<file path="src/logic/clkgen_consts.vh">
// Register map, field positions, reset values and timing counts of the clock generator control
// Included by the top control module of the block only; definitions only
`ifndef CLKGEN_CONSTS_VH
`define CLKGEN_CONSTS_VH

`define REG_SPI_CFG        8'h00
`define REG_CAL_SYNC       8'h01
`define REG_POWER_DOWN     8'h02
`define REG_CH1_RATIO      8'h14
`define REG_CH1_DRV        8'h15
`define REG_CH2_RATIO      8'h16
`define REG_CH2_DRV        8'h17
`define REG_CH3_RATIO      8'h18
`define REG_CH3_DRV        8'h19
`define REG_CH4_RATIO      8'h1A
`define REG_CH4_DRV        8'h1B
`define REG_LOCK_THR       8'h1D
`define REG_LOCK_ERR_LO    8'h1E
`define REG_LOCK_ERR_HI    8'h1F
`define REG_VCO_DIV_A      8'h20
`define REG_VCO_DIV_B      8'h21
`define REG_PRESCALER      8'h22
`define REG_LOOP_RATIO     8'h23
`define REG_LOOP_RESET     8'h24
`define REG_STATUS         8'h30

`define BIT_DIV_RESET      0
`define BIT_SOFT_RST_A     7
`define BIT_SOFT_RST_B     1
`define BIT_CAL_START      2
`define BIT_SYNC_START     1
`define BIT_TERM_ON        3
`define BIT_DRIVER_ON      2
`define SWING_HI           5
`define SWING_LO           4
`define RATIO_HI           4
`define RATIO_LO           3
`define PRESC_HI           3
`define PRESC_LO           2
`define THR_HI             3
`define THR_LO             1
`define BIT_ERR_UNIT       3
`define SLEEP_CODE         2'h3

`define RST_DRV            8'h04
`define RST_CH_RATIO       8'h01
`define RST_LOOP_RATIO     8'h0F
`define RST_ZERO           8'h00

`define WAIT_TIME_MS       2000
`define CLK_PERIOD_NS      10
`define WAIT_CYCLES        (`WAIT_TIME_MS * 1000000 / `CLK_PERIOD_NS)
`define TOGGLE_DELAY_NS    500
`define TOGGLE_CYCLES      (`TOGGLE_DELAY_NS / `CLK_PERIOD_NS)
`define CAL_CYCLES         16

`endif

</file>
<file path="src/logic/half_step_divider.v">
// Divider by 2, 2.5, 3 or 3.5 selected by a two-bit code, with a restart input
// Assumes the input clock is represented by a one-cycle enable on clk
`timescale 1ns/10ps
module half_step_divider (
   input  wire       clk,
   input  wire       nrst,
   input  wire       tick_in,
   input  wire       restart,
   input  wire [1:0] ratio_code,
   output reg        tick_out
);
   // Counting in half input periods: ratio 2+code/2 spans 4+code half steps
   reg  [2:0] half_count;
   reg  [2:0] next_half_count;
   // One spare bit: at ratio 3.5 the sum reaches 8 and would wrap in three bits
   wire [3:0] span     = 4'h4 + {2'b00, ratio_code};
   wire [3:0] half_sum = {1'b0, half_count} + 4'h2;
   wire       wrap     = half_sum >= span;

   always @* begin
      next_half_count = half_count;
      if (tick_in) begin
         if (wrap)
            next_half_count = half_sum[2:0] - span[2:0];
         else
            next_half_count = half_sum[2:0];
      end
   end

   always @(posedge clk) begin
      if (!nrst || restart) begin
         half_count <= 3'h0;
         tick_out   <= 1'b0;
      end else begin
         half_count <= next_half_count;
         tick_out   <= tick_in && wrap;
      end
   end
endmodule

</file>
<file path="src/logic/ratio_divider.v">
// Eight-bit integer divider, ratio 1 to 255, zero stops it
// Assumes the input clock is represented by a one-cycle enable on clk
`timescale 1ns/10ps
module ratio_divider #(
   parameter WIDTH = 8
) (
   input  wire             clk,
   input  wire             nrst,
   input  wire             tick_in,
   input  wire             restart,
   input  wire [WIDTH-1:0] ratio,
   output reg              tick_out
);
   reg [WIDTH-1:0] count;

   always @(posedge clk) begin
      if (!nrst || restart || ratio == {WIDTH{1'b0}}) begin
         count    <= {WIDTH{1'b0}};
         tick_out <= 1'b0;
      end else if (tick_in) begin
         if (count + 1'b1 >= ratio) begin
            count    <= {WIDTH{1'b0}};
            tick_out <= 1'b1;
         end else begin
            count    <= count + 1'b1;
            tick_out <= 1'b0;
         end
      end else begin
         tick_out <= 1'b0;
      end
   end
endmodule

</file>
<file path="src/logic/clkgen_control.v">
// Digital control of a PLL clock generator: dividers, sync, lock detect, resets, sleep
// Assumes a register port on clk and the oscillator and reference as one-cycle enables on clk
`timescale 1ns/10ps
`include "clkgen_consts.vh"
module clkgen_control #(
   parameter WAIT_CYCLES = `WAIT_CYCLES,
   parameter CH_COUNT    = 4
) (
   input  wire        clk,
   input  wire        nrst,
   input  wire        por,
   input  wire [7:0]  addr,
   input  wire [7:0]  wdata,
   input  wire        wr,
   input  wire        rd,
   output reg  [7:0]  rdata,
   input  wire        osc_tick,
   input  wire        ref_tick,
   input  wire        ref_present,
   output wire        pd_feedback_tick,
   output wire [3:0]  out_tick,
   output wire [3:0]  driver_on,
   output wire [3:0]  driver_termination_on,
   output wire [7:0]  differential_swing,
   output wire        lock_output_pin,
   output wire        sleep_active,
   output reg         cal_busy
);
   // ************************************
   // Register storage
   // ************************************
   reg  [7:0] spi_cfg;
   reg  [7:0] cal_ctrl;
   reg  [1:0] power_mode;
   reg  [7:0] ch_ratio [0:3];
   reg  [7:0] ch_drv   [0:3];
   reg  [2:0] lock_thr;
   reg  [1:0] vco_a_code;
   reg  [1:0] vco_b_code;
   reg  [1:0] presc_code;
   reg  [7:0] loop_ratio;
   reg        soft_pending;
   reg        soft_reset;
   reg        rst_vco_a;
   reg        rst_vco_b;
   reg        rst_presc;
   reg        rst_loop;
   reg  [3:0] rst_ch;
   integer    i;

   // Register restore: reset pin, por or soft reset, the latter sparing 0x000 and 0x001
   wire defaults_now = !nrst || por || soft_reset;

   function is_ch_reg;
      input [7:0] a;
      input [7:0] base;
      begin
         is_ch_reg = (a >= base) && (a <= base + 8'h06) && (a[0] == base[0]);
      end
   endfunction

   function [1:0] ch_index;
      input [7:0] a;
      begin
         ch_index = a[2:1] - 2'h2;
      end
   endfunction

   // ************************************
   // Soft reset sequencing
   // ************************************
   // The soft reset only completes on the next register access, like the extra serial clock
   always @(posedge clk) begin
      if (!nrst || por) begin
         soft_pending <= 1'b0;
         soft_reset   <= 1'b0;
         spi_cfg      <= `RST_ZERO;
      end else begin
         soft_reset <= 1'b0;
         if (wr && addr == `REG_SPI_CFG) begin
            spi_cfg <= wdata & ~(8'h82);
            if (wdata[`BIT_SOFT_RST_A] && wdata[`BIT_SOFT_RST_B])
               soft_pending <= 1'b1;
         end else if (soft_pending && (wr || rd)) begin
            soft_pending <= 1'b0;
            soft_reset   <= 1'b1;
         end
      end
   end

   // ************************************
   // Configuration registers
   // ************************************
   always @(posedge clk) begin
      rst_vco_a <= 1'b0;
      rst_vco_b <= 1'b0;
      rst_presc <= 1'b0;
      rst_loop  <= 1'b0;
      rst_ch    <= 4'h0;
      if (defaults_now) begin
         power_mode <= 2'h0;
         lock_thr   <= 3'h0;
         vco_a_code <= 2'h0;
         vco_b_code <= 2'h0;
         presc_code <= 2'h0;
         loop_ratio <= `RST_LOOP_RATIO;
         for (i = 0; i < CH_COUNT; i = i + 1) begin
            ch_ratio[i] <= `RST_CH_RATIO;
            ch_drv[i]   <= `RST_DRV;
         end
      end else if (wr && !soft_pending) begin
         if (addr == `REG_POWER_DOWN)
            power_mode <= wdata[1:0];
         if (addr == `REG_LOCK_THR)
            lock_thr <= wdata[`THR_HI:`THR_LO];
         if (addr == `REG_VCO_DIV_A) begin
            vco_a_code <= wdata[`RATIO_HI:`RATIO_LO];
            rst_vco_a  <= wdata[`BIT_DIV_RESET];
         end
         if (addr == `REG_VCO_DIV_B) begin
            vco_b_code <= wdata[`RATIO_HI:`RATIO_LO];
            rst_vco_b  <= wdata[`BIT_DIV_RESET];
         end
         if (addr == `REG_PRESCALER) begin
            presc_code <= wdata[`PRESC_HI:`PRESC_LO];
            rst_presc  <= wdata[`BIT_DIV_RESET];
         end
         if (addr == `REG_LOOP_RATIO)
            loop_ratio <= wdata;
         if (addr == `REG_LOOP_RESET)
            rst_loop <= wdata[`BIT_DIV_RESET];
         if (is_ch_reg(addr, `REG_CH1_RATIO))
            ch_ratio[ch_index(addr)] <= wdata;
         if (is_ch_reg(addr, `REG_CH1_DRV)) begin
            ch_drv[ch_index(addr)] <= wdata & 8'hFE;
            rst_ch[ch_index(addr)] <= wdata[`BIT_DIV_RESET];
         end
      end
   end

   // ************************************
   // Wait timer and calibration
   // ************************************
   // Timer counts only after power-on, so pin and soft resets skip the wait
   reg [31:0] wait_count;
   reg        wait_done;
   reg        cal_held;
   reg [7:0]  cal_count;
   reg        sync_pulse;
   reg [7:0]  toggle_count;
   reg        outputs_live;

   always @(posedge clk) begin
      if (por) begin
         wait_count <= 32'h0;
         wait_done  <= 1'b0;
      end else if (!wait_done) begin
         if (wait_count + 32'h1 >= WAIT_CYCLES)
            wait_done <= 1'b1;
         wait_count <= wait_count + 32'h1;
      end
   end

   always @(posedge clk) begin
      if (!nrst || por) begin
         cal_ctrl     <= `RST_ZERO;
         cal_held     <= 1'b0;
         cal_busy     <= 1'b0;
         cal_count    <= 8'h0;
         sync_pulse   <= 1'b0;
         toggle_count <= 8'h0;
         outputs_live <= 1'b0;
      end else begin
         sync_pulse <= 1'b0;
         if (wr && addr == `REG_CAL_SYNC) begin
            cal_ctrl <= wdata & ~(8'h06);
            if (wdata[`BIT_CAL_START])
               cal_held <= 1'b1;
            if (wdata[`BIT_SYNC_START])
               sync_pulse <= 1'b1;
         end
         if (cal_held && wait_done && ref_present && !cal_busy) begin
            // A request written in the launch cycle stays queued for the next run
            cal_held  <= wr && addr == `REG_CAL_SYNC && wdata[`BIT_CAL_START];
            cal_busy  <= 1'b1;
            cal_count <= 8'h0;
         end else if (cal_busy) begin
            if (cal_count + 8'h1 >= `CAL_CYCLES) begin
               cal_busy     <= 1'b0;
               sync_pulse   <= 1'b1;
               toggle_count <= 8'h0;
            end
            cal_count <= cal_count + 8'h1;
         end
         if (sync_pulse && !outputs_live)
            toggle_count <= 8'h1;
         else if (toggle_count != 8'h0) begin
            if (toggle_count >= `TOGGLE_CYCLES)
               outputs_live <= 1'b1;
            else
               toggle_count <= toggle_count + 8'h1;
         end
      end
   end

   // ************************************
   // Divider chain
   // ************************************
   wire sleeping = power_mode == `SLEEP_CODE;
   wire run_osc  = osc_tick && !sleeping;
   wire presc_tick;
   wire vco_a_tick;
   wire vco_b_tick;

   half_step_divider u_presc (
      .clk        (clk),
      .nrst       (nrst),
      .tick_in    (run_osc),
      .restart    (rst_presc || sync_pulse),
      .ratio_code (presc_code),
      .tick_out   (presc_tick)
   );

   ratio_divider #(.WIDTH(8)) u_loop (
      .clk      (clk),
      .nrst     (nrst),
      .tick_in  (presc_tick),
      .restart  (rst_loop || sync_pulse),
      .ratio    (loop_ratio),
      .tick_out (pd_feedback_tick)
   );

   half_step_divider u_vco_a (
      .clk        (clk),
      .nrst       (nrst),
      .tick_in    (run_osc),
      .restart    (rst_vco_a || sync_pulse || sleeping),
      .ratio_code (vco_a_code),
      .tick_out   (vco_a_tick)
   );

   half_step_divider u_vco_b (
      .clk        (clk),
      .nrst       (nrst),
      .tick_in    (run_osc),
      .restart    (rst_vco_b || sync_pulse || sleeping),
      .ratio_code (vco_b_code),
      .tick_out   (vco_b_tick)
   );

   // Channels one and two hang off divider A, three and four off divider B
   genvar g;
   generate
      for (g = 0; g < 4; g = g + 1) begin : gen_ch
         wire ch_src = (g < 2) ? vco_a_tick : vco_b_tick;
         ratio_divider #(.WIDTH(8)) u_ch (
            .clk      (clk),
            .nrst     (nrst),
            .tick_in  (ch_src && outputs_live && ch_drv[g][`BIT_DRIVER_ON] && !sleeping),
            .restart  (rst_ch[g] || sync_pulse),
            .ratio    (ch_ratio[g]),
            .tick_out (out_tick[g])
         );
         assign driver_on[g]             = ch_drv[g][`BIT_DRIVER_ON] && !sleeping;
         assign driver_termination_on[g] = ch_drv[g][`BIT_TERM_ON];
         assign differential_swing[2*g+1:2*g] = ch_drv[g][`SWING_HI:`SWING_LO];
      end
   endgenerate

   // ************************************
   // Lock detector
   // ************************************
   // Counts feedback against reference over a window of 1024 reference ticks
   reg  [10:0] ref_win;
   reg  [11:0] fb_count;
   reg  [9:0]  err_mag;
   reg         err_ppm;
   reg         locked;
   wire [11:0] diff = (fb_count > 12'd1024) ? fb_count - 12'd1024 : 12'd1024 - fb_count;

   // Thresholds in error counts rise with code; zero code is the tightest
   function [9:0] thr_limit;
      input [2:0] code;
      begin
         thr_limit = 10'h1 << code;
      end
   endfunction

   always @(posedge clk) begin
      if (!nrst || sleeping) begin
         ref_win  <= 11'h0;
         fb_count <= 12'h0;
         err_mag  <= 10'h0;
         err_ppm  <= 1'b0;
         locked   <= 1'b0;
      end else begin
         if (ref_tick && ref_win == 11'd1023) begin
            ref_win  <= 11'h0;
            fb_count <= {11'h0, pd_feedback_tick};
            err_mag  <= (diff > 12'h3FF) ? 10'h3FF : diff[9:0];
            err_ppm  <= 1'b1;
            locked   <= diff[9:0] < thr_limit(lock_thr) && diff < 12'h400;
         end else begin
            if (ref_tick)
               ref_win <= ref_win + 11'h1;
            if (pd_feedback_tick && fb_count != 12'hFFF)
               fb_count <= fb_count + 12'h1;
         end
      end
   end

   assign lock_output_pin = locked;
   assign sleep_active    = sleeping;

   // ************************************
   // Read port
   // ************************************
   always @(posedge clk) begin
      if (!nrst) begin
         rdata <= 8'h00;
      end else if (rd) begin
         case (addr)
            `REG_SPI_CFG:     rdata <= spi_cfg;
            `REG_CAL_SYNC:    rdata <= cal_ctrl;
            `REG_POWER_DOWN:  rdata <= {6'h0, power_mode};
            `REG_CH1_RATIO:   rdata <= ch_ratio[0];
            `REG_CH1_DRV:     rdata <= ch_drv[0];
            `REG_CH2_RATIO:   rdata <= ch_ratio[1];
            `REG_CH2_DRV:     rdata <= ch_drv[1];
            `REG_CH3_RATIO:   rdata <= ch_ratio[2];
            `REG_CH3_DRV:     rdata <= ch_drv[2];
            `REG_CH4_RATIO:   rdata <= ch_ratio[3];
            `REG_CH4_DRV:     rdata <= ch_drv[3];
            `REG_LOCK_THR:    rdata <= {4'h0, lock_thr, 1'b0};
            `REG_LOCK_ERR_LO: rdata <= err_mag[7:0];
            `REG_LOCK_ERR_HI: rdata <= {4'h0, err_ppm, 1'b0, err_mag[9:8]};
            `REG_VCO_DIV_A:   rdata <= {3'h0, vco_a_code, 3'h0};
            `REG_VCO_DIV_B:   rdata <= {3'h0, vco_b_code, 3'h0};
            `REG_PRESCALER:   rdata <= {4'h0, presc_code, 2'h0};
            `REG_LOOP_RATIO:  rdata <= loop_ratio;
            `REG_LOOP_RESET:  rdata <= 8'h00;
            `REG_STATUS:      rdata <= {4'h0, outputs_live, wait_done, cal_busy, locked};
            default:          rdata <= 8'h00;
         endcase
      end else begin
         rdata <= 8'h00;
      end
   end
endmodule

</file>
<file path="config.mk">
export PLATFORM = sky130hd
export DESIGN_NAME = clkgen_control
export DESIGN_NICKNAME = d
export VERILOG_FILES = /design/src/logic/half_step_divider.v /design/src/logic/ratio_divider.v /design/src/logic/clkgen_control.v
export VERILOG_INCLUDE_DIRS = /design/src /design/src/logic
export SDC_FILE = /design/constraint.sdc
export NUM_CORES = 1
export LEC_CHECK = 0
export ABC_AREA = 1
export BUFFER_PORTS_ARGS = -buffer_cell sky130_fd_sc_hd__buf_4
export CORE_ASPECT_RATIO = 0.7
export CORE_MARGIN = 3
export CORE_UTILIZATION = 25
export DETAILED_ROUTE_END_ITERATION = 8
export GPL_ROUTABILITY_DRIVEN = 1
export MAX_ROUTING_LAYER = met4
export REMOVE_ABC_BUFFERS = 1
export SLEW_MARGIN = 0
export SYNTH_ARGS = -nofsm -noshare
export SYNTH_HDL_FRONTEND = slang
export SYNTH_HIERARCHICAL = 1
export SYNTH_SLANG_ARGS = --single-unit
export TNS_END_PERCENT = 50
</file>
<file path="constraint.sdc">
create_clock -name clk -period 4.7 [get_ports clk]
set_input_delay 0.235 -clock clk [delete_from_list [all_inputs] [get_ports clk]]
set_output_delay 0.235 -clock clk [all_outputs]
set_load 0.02 [all_outputs]
</file>
# ---- Yosys cells after proc, flatten, opt, wreduce, memory -nomap -nowiden
# Memory sizes are Yosys's and may differ from the RTL's.
# Cells that the tools add are included.
dict set report totals {
  ff_bits 194
  ramBits 60
  input_bits 24
  output_inout_bits 32
  word_cells 295
  mem_count 2
}
dict set report classes {
  add_sub_neg 23
  n_lt_le_gt_ge 21
  eq_ne 23
  shift 1
  mux 59
  bitwise_logic 14
  reduce_logical 105
}
# name words word_bits rd rd_ports_with_merged_regs write_ports line_no
set memory_table {}
lappend memory_table {ch_ratio 4 8 4 0 4 clkgen_control.v:35} ;# reg [7:0] ch_ratio [0:3];
lappend memory_table {ch_drv 4 7 4 0 4 clkgen_control.v:36} ;# reg [7:0] ch_drv [0:3];
# cell n
set op_table {}
lappend op_table {{8-bit one-hot mux with 19 select lines} 1}
lappend op_table {{8-bit by 5-bit == test with 1-bit output, second input constant} 11}
lappend op_table {{8-bit two-way mux} 11}
lappend op_table {{8-bit by 1-bit adder with 8-bit output, second input constant} 7}
lappend op_table {{8-bit by 6-bit == test with 1-bit output, second input constant} 6}
lappend op_table {{8-bit zero test} 6}
lappend op_table {{8-bit >= comparator} 5}
lappend op_table {{1-bit two-way mux} 38}
lappend op_table {{1-bit logical AND} 36}
lappend op_table {{32-bit by 1-bit adder with 32-bit output, second input constant} 1}
lappend op_table {{32-bit by 28-bit >= comparator with 1-bit output, second input constant} 1}
lappend op_table {{1-bit logical OR} 27}
lappend op_table {{2-bit AND reduction} 9}
lappend op_table {{2-bit OR reduction} 9}
lappend op_table {{8-bit by 5-bit >= comparator with 1-bit output, second input constant} 2}
lappend op_table {{8-bit by 5-bit less-or-equal comparator with 1-bit output, second input constant} 2}
lappend op_table {{3-bit OR reduction} 5}
lappend op_table {{1-bit NOT} 13}
lappend op_table {{12-bit by 1-bit adder with 12-bit output, second input constant} 1}
lappend op_table {{3-bit by 2-bit adder with 4-bit output, first input constant} 3}
lappend op_table {{3-bit by 2-bit adder with 4-bit output, second input constant} 3}
lappend op_table {{4-bit >= comparator} 3}
lappend op_table {{12-bit by 10-bit > comparator with 1-bit output, second input constant} 1}
lappend op_table {{12-bit by 11-bit > comparator with 1-bit output, second input constant} 1}
lappend op_table {{32 further kinds} 44}

# ---- Depth between registers and ports, before layout
dict set report depth {
  ltp_word 9
  mapped_depth 19
  depth_no_buf 19
}

# ---- By module
# The synthesis kept the hierarchy.
# mod instances cells_per_inst area_each_um2 seq_area_each_um2
set by_module_without_submodules {}
lappend by_module_without_submodules {clkgen_control 1 1387 10209.8 4544.4}
lappend by_module_without_submodules {ratio_divider 5 105 733.2 180.2}
lappend by_module_without_submodules {half_step_divider 3 41 306.5 80.1}

# ---- Worst setup path after synthesis
# No wires, ideal clock.
dict set report synth_path {
  path_type {register to register}
  from {register fb_count[1]}
  to {register locked (netlist: lock_output_pin)}
  setup_time_ns 0.056
  arrival_ns 2.311
  required_time_ns 4.644
  setup_slack_ns 2.334
  stages_incl_launch_ff 19
  n_path_buf 0
  period_less_slack_ns 2.366
  path_cell_list {dfxtp_1 > inv_1 > ha_1 > nand4_1 > nor3_2 > nand2_1 > nand2_2 > nand2_1 > xor2_1 > ha_1 > a21oi_1 > nor2_1 > nor3b_1 > o21ai_0 > nand3_1 > nand4_1 > nand2_1 > nand2_1 > inv_1}
}
dict set report synth_between {
  elab_chain_len 4
  elab_cells_between_ends 7
  cone_classes {2 x add/sub; 3 x order compare; 1 x mux; 1 x reduce/logical}
}
# item line_no
set synth_lines {}
lappend synth_lines {{start, declared} clkgen_control.v:275} ;# reg [11:0] fb_count;
lappend synth_lines {{start signal, assigned} clkgen_control.v:299} ;# fb_count <= {11'h0, pd_feedback_tick};
lappend synth_lines {{start signal, assigned} clkgen_control.v:307} ;# fb_count <= fb_count + 12'h1;
lappend synth_lines {{11-bit by 12-bit subtractor with 12-bit output, or another cell as far along} clkgen_control.v:279} ;# wire [11:0] diff = (fb_count > 12'd1024) ? fb_count - 12'd1024 : 12'd1024 - fb_count;
lappend synth_lines {{12-bit two-way mux *} clkgen_control.v:279}
lappend synth_lines {{12-bit by 11-bit < comparator with 1-bit output or 10-bit < comparator (tied branches)} clkgen_control.v:302} ;# locked <= diff[9:0] < thr_limit(lock_thr) && diff < 12'h400;
lappend synth_lines {{1-bit logical AND *} clkgen_control.v:302}
lappend synth_lines {{end signal, assigned} clkgen_control.v:302}
lappend synth_lines {{end, declared} clkgen_control.v:278} ;# reg locked;
# Mark *: on every way between the ends. The rest lies on a longest branch, timed or not.
# A chain may end at the register's enable or synchronous reset.

# ---- Worst setup path in the final report
dict set report layout_path {
  from {register fb_count[0]}
  to {register locked (netlist: lock_output_pin)}
}
# Same word-level chain as after synthesis.

==> impl_metrics.yaml <==
floorplan:
  die_h_um: 210
  io_pins: 56
  start_util_pct: 25.7
  core_area_sq_um: 57600
  dieArea_sq_um: 62200
  die_w_um: 297
  rows: 73
route:
  vias: 13136
  avgViaCountPerCell: 4.54
  wl_met3_um: 3660
  dr_wl_met2_um: 15800
  drtPass1Iterations: 6
  drtIter0Drc: 1318
  wl_met1_um: 22200
  top_layer_used: "met4"
  drc: 0
  ant_nets: 0
  wl_per_cell_um: 14.6
  drt_wl_total_um: 42300
min_path:
  whs_path_depth: 3
  hold_end: "vco_b_code[1]$_SDFFE_PP0P_"
  hold_path.class: "in2reg"
  hold_path_startpoint: "wdata[4]"
flow_run:
  maxCapViolCount: 0
cells_and_area:
  syn2layout_area_growth_pct: 15.3
  nets: 2189
  seqCellArea_sq_um: 5690
  final_layout_size_suffix_gt1_share_pct: 9.54
  fill_cells: 6303
  multi_input_area_sq_um: 7720
worst_setup_path:
  r2r_cells: 18
  cp.arrival_ns: 3.23
  worst-path-stages: 18
  r2r_start: "fb_count[0]$_SDFFE_PP0P_"
  r2r_end: "lock_output_pin$_SDFFE_PP0P_"
  crit_slowest_cell: "dfxtp_1"
  worstSetupStartpointType: "register"
  critPathMaxStageDelay_ns: 0.32
  critPathMaxFanout: 9
  path_common_cell: "nand2_1"
  path_buf_inv: 2
  crit_path_end_kind: "register"
  worstPathRequired_ns: 5.21
  critical_path_class: "reg2reg"
  timing.critical_path.cells: "clkinv_1, ha_1, nand4_1, nor3_2, nand2_1, nand2_2, nand2_1, xor2_1, ha_1, a21oi_1, nor2_1, nor3b_1, o21ai_0, nand3_1, nand4_1, nand2_1, nand2_1, inv_1"
  path_delay_family: "simple AND/OR/NAND/NOR gates"
  r2r_setup_slack_ns: 1.98
synthesis:
  yosysWarnings: 6
  synth_common_cells: "478 x nand2_1, 283 x inv_1, 233 x nor2_1, 194 x dfxtp_1, 134 x a21oi_1"
  synth.area.mux_share_pct: 0.0677
  yosysMostFrequentCell: "nand2_1"
  postSynthCellCount: 2035
  synth_edf_count: 60
  syn_area_sq_um: 14800
  ys_top_cells_by_area: "dfxtp_1 26%, edfxtp_1 12%, nand2_1 12%"
  synth-seq-cells: 254
  synthFlopType: "dfxtp_1"
  synth_top_area_share_pct: 26.2
  async_reset_ff_share_pct: 0
  synth_top_family_by_area: "simple AND/OR/NAND/NOR gates"
  synth_compound_gate_area_share_pct: 10.0
  syn_avg_cell_area_sq_um: 7.27
  yosys.area_share.simple_pct: 31.9
  synth.distinct_cells: 51
  synth_area_leader_cell: "dfxtp_1"
  ys_seq_area_share_pct: 38.4
  synthXorXnorAreaFrac_pct: 3.10
  synthAdderAreaFrac_pct: 7.07
sta:
  finalClockSkew_ns: 0.0263
  setup_viol: 0
  hold_slack_ns: 0.0374
  rsz0062_at_grt: "no"
  timing.final.crit_period_ns: 2.72
  hold_viol: 0
  tns_ns: 0
  fmax_mhz: 368
  tightest_slew_ns: 1.31
  slew-limit-headroom_pct: 11.8
  layout_setup_ws_ns: 1.98
  min_period_over_period_pct: 57.8
  drv_slew: 0
power:
  switchingPower_mw: 1.47
  leakagePower_nw: 7.25
  p_int_mw: 3.98
  p_comb_share_pct: 10.5
  p_clk_share_pct: 44.8
  sw_frac_of_total_pct: 27.0
  powerDensity_nw_per_um2: 320
  seqPwrFrac_pct: 44.7
  worst_ir_drop_vdd_v: 0.000268
clocking:
  clk_pin_slew_ns: 0.06
  clk_latency_ns: 0.58
  cts_max_level: 1
  cts_tree: "yes"
  cts_sinks: 254
  clock_path_buffers: 3
  cts_setup_buffers: 0
  cts_buffers: 29
  cts_resized: 0
  cts-root-buf: "clkbuf_16"
place:
  pre_cts_ws_ns: 1.83
  portBuffers: 55
  dp_hpwl_um: 32700
  gp_congestion: 0.979
global_route:
  grt_usage_pct: 13.6
  gr-total-overflow: 0
  antenna_found_initial: 0
  grt_pass1_vias: 11972
  grt_max_degree: 34
  grt_pass1_wl_um: 67100
outcome:
  status: "completed"
sequential cells by signal (all words and copies together), names as in the netlist, 3 cells and up:
signal and flops:
ref_win 11, err_mag 10, u_vco_a/half_count 3, wait_count 32
cal_count 8, u_loop/count 8, rst_ch 4, u_vco_b/half_count 3
u_presc/half_count 3, ch_drv 28, spi_cfg 6, loop_ratio 8
toggle_count 8, gen_ch.u_ch/count 32, gen_ch.u_ch/tick_out 4, lock_thr 3
cal_ctrl 6, rdata 8, ch_ratio 32, fb_count 12
layer usage:
| layer | vias to the layer above | GRT usage, % |
|---|---|---|
| met5 | - | - |
| met4 | 0 | 2.17 |
| met3 | 53 | 2.56 |
| met2 | 437 | 18.0 |
| met1 | 5921 | 21.3 |
| li1 | 6725 | - |
area by class of cell:
class / instances / share of cell area, %
clock buffers: 38 / 4.63
clock inverters: 16 / 1.34
multi-input cells: 1436 / 45.3
diodes: 1 / 0.0147
inverters: 295 / 6.49
well taps: 787 / 5.77
repair buffers: 69 / 3.14
flip-flops and latches: 254 / 33.3
layout by cell type, fill, tap and decap left out, types with 10 or more instances in the layout:
master | synthesis | routed
edfxtp_1 | 60 | 60
nand3_1 | 111 | 111
nand4_1 | 55 | 55
nor2_2 | 10 | 10
nor2_4 | 15 | 15
nor4_1 | 16 | 16
o21ai_0 | 84 | 84
clkbuf_16 | 0 | 29
inv_1 | 283 | 283
dfxtp_1 | 194 | 194
ha_1 | 74 | 74
nand3b_1 | 14 | 14
nand2_1 | 478 | 478
xor2_1 | 33 | 33
nand2_2 | 15 | 15
nor3_1 | 57 | 57
a211oi_1 | 11 | 11
xnor2_1 | 10 | 10
buf_4 | 17 | 62
a21oi_1 | 134 | 134
nor2_1 | 233 | 233
power by group through the flow:
stage | Clock, mW | Combinational (mW) | Sequential [mW]
6_report | 2.45 | 0.575 | 2.44
3_3_place_gp | 0 | 0.563 | 2.48
2_1_floorplan | 0 | 0.383 | 2.46
5_1_grt | 2.58 | 0.658 | 2.45
3_5_place_dp | 0 | 0.567 | 2.48
4_1_cts | 2.51 | 0.574 | 2.44
kinds of logic (layout without fill, tap and decap cells):
kind of cell	Yosys count	in the layout
flip-flops	254	254
AO/OA/AOI/OAI	264	264
buffers and inverters	345	418
other	0	1
XOR/XNOR	48	48
AND/OR/NAND/NOR	1043	1043
adder cells (fa/ha/maj)	80	80
multiplexers	1	1
through the flow:
stage	total power, mW	util (%)	cell area [sq um]	instances
2_1_floorplan	2.85	-	14500	1985
3_3_place_gp	3.05	27.7	16000	2834
6_report	5.46	29.6	17100	2896
3_5_place_dp	3.05	27.7	16000	2834
4_1_cts	5.52	29.6	17100	2895
5_1_grt	5.69	29.6	17100	2895
worst reg2reg max path, delay by kind of cell, from the launching register on:
family                     cells  cell delay, ns
and+or+nand+nor               11            1.19
DFF                            1            0.32
AOI/OAI and AO/OA              2            0.26
adders and majority gates      2            0.53
xor gates and xnor gates       1            0.16
buffers and inverters          2            0.19
worst max path at each step:
stage	from	to
6_report	fb_count[0]$_SDFFE_PP0P_	lock_output_pin$_SDFFE_PP0P_
5_1_grt	fb_count[0]$_SDFFE_PP0P_	lock_output_pin$_SDFFE_PP0P_
4_1_cts	fb_count[0]$_SDFFE_PP0P_	lock_output_pin$_SDFFE_PP0P_
3_5_place_dp	nrst	ch_drv[1][5]$_SDFFCE_PN0P_
3_3_place_gp	nrst	ch_drv[0][5]$_SDFFCE_PN0P_
2_1_floorplan	fb_count[1]$_SDFFE_PP0P_	lock_output_pin$_SDFFE_PP0P_
timing repair:
| item | CTS | global route |
|---|---|---|
| hold buffers | 7 | 0 |
| endpoints found under the hold margin | 10 | 0 |
| setup endpoints to repair | 0 | 0 |
No activity file was read; power rests on OpenSTA's default activity.
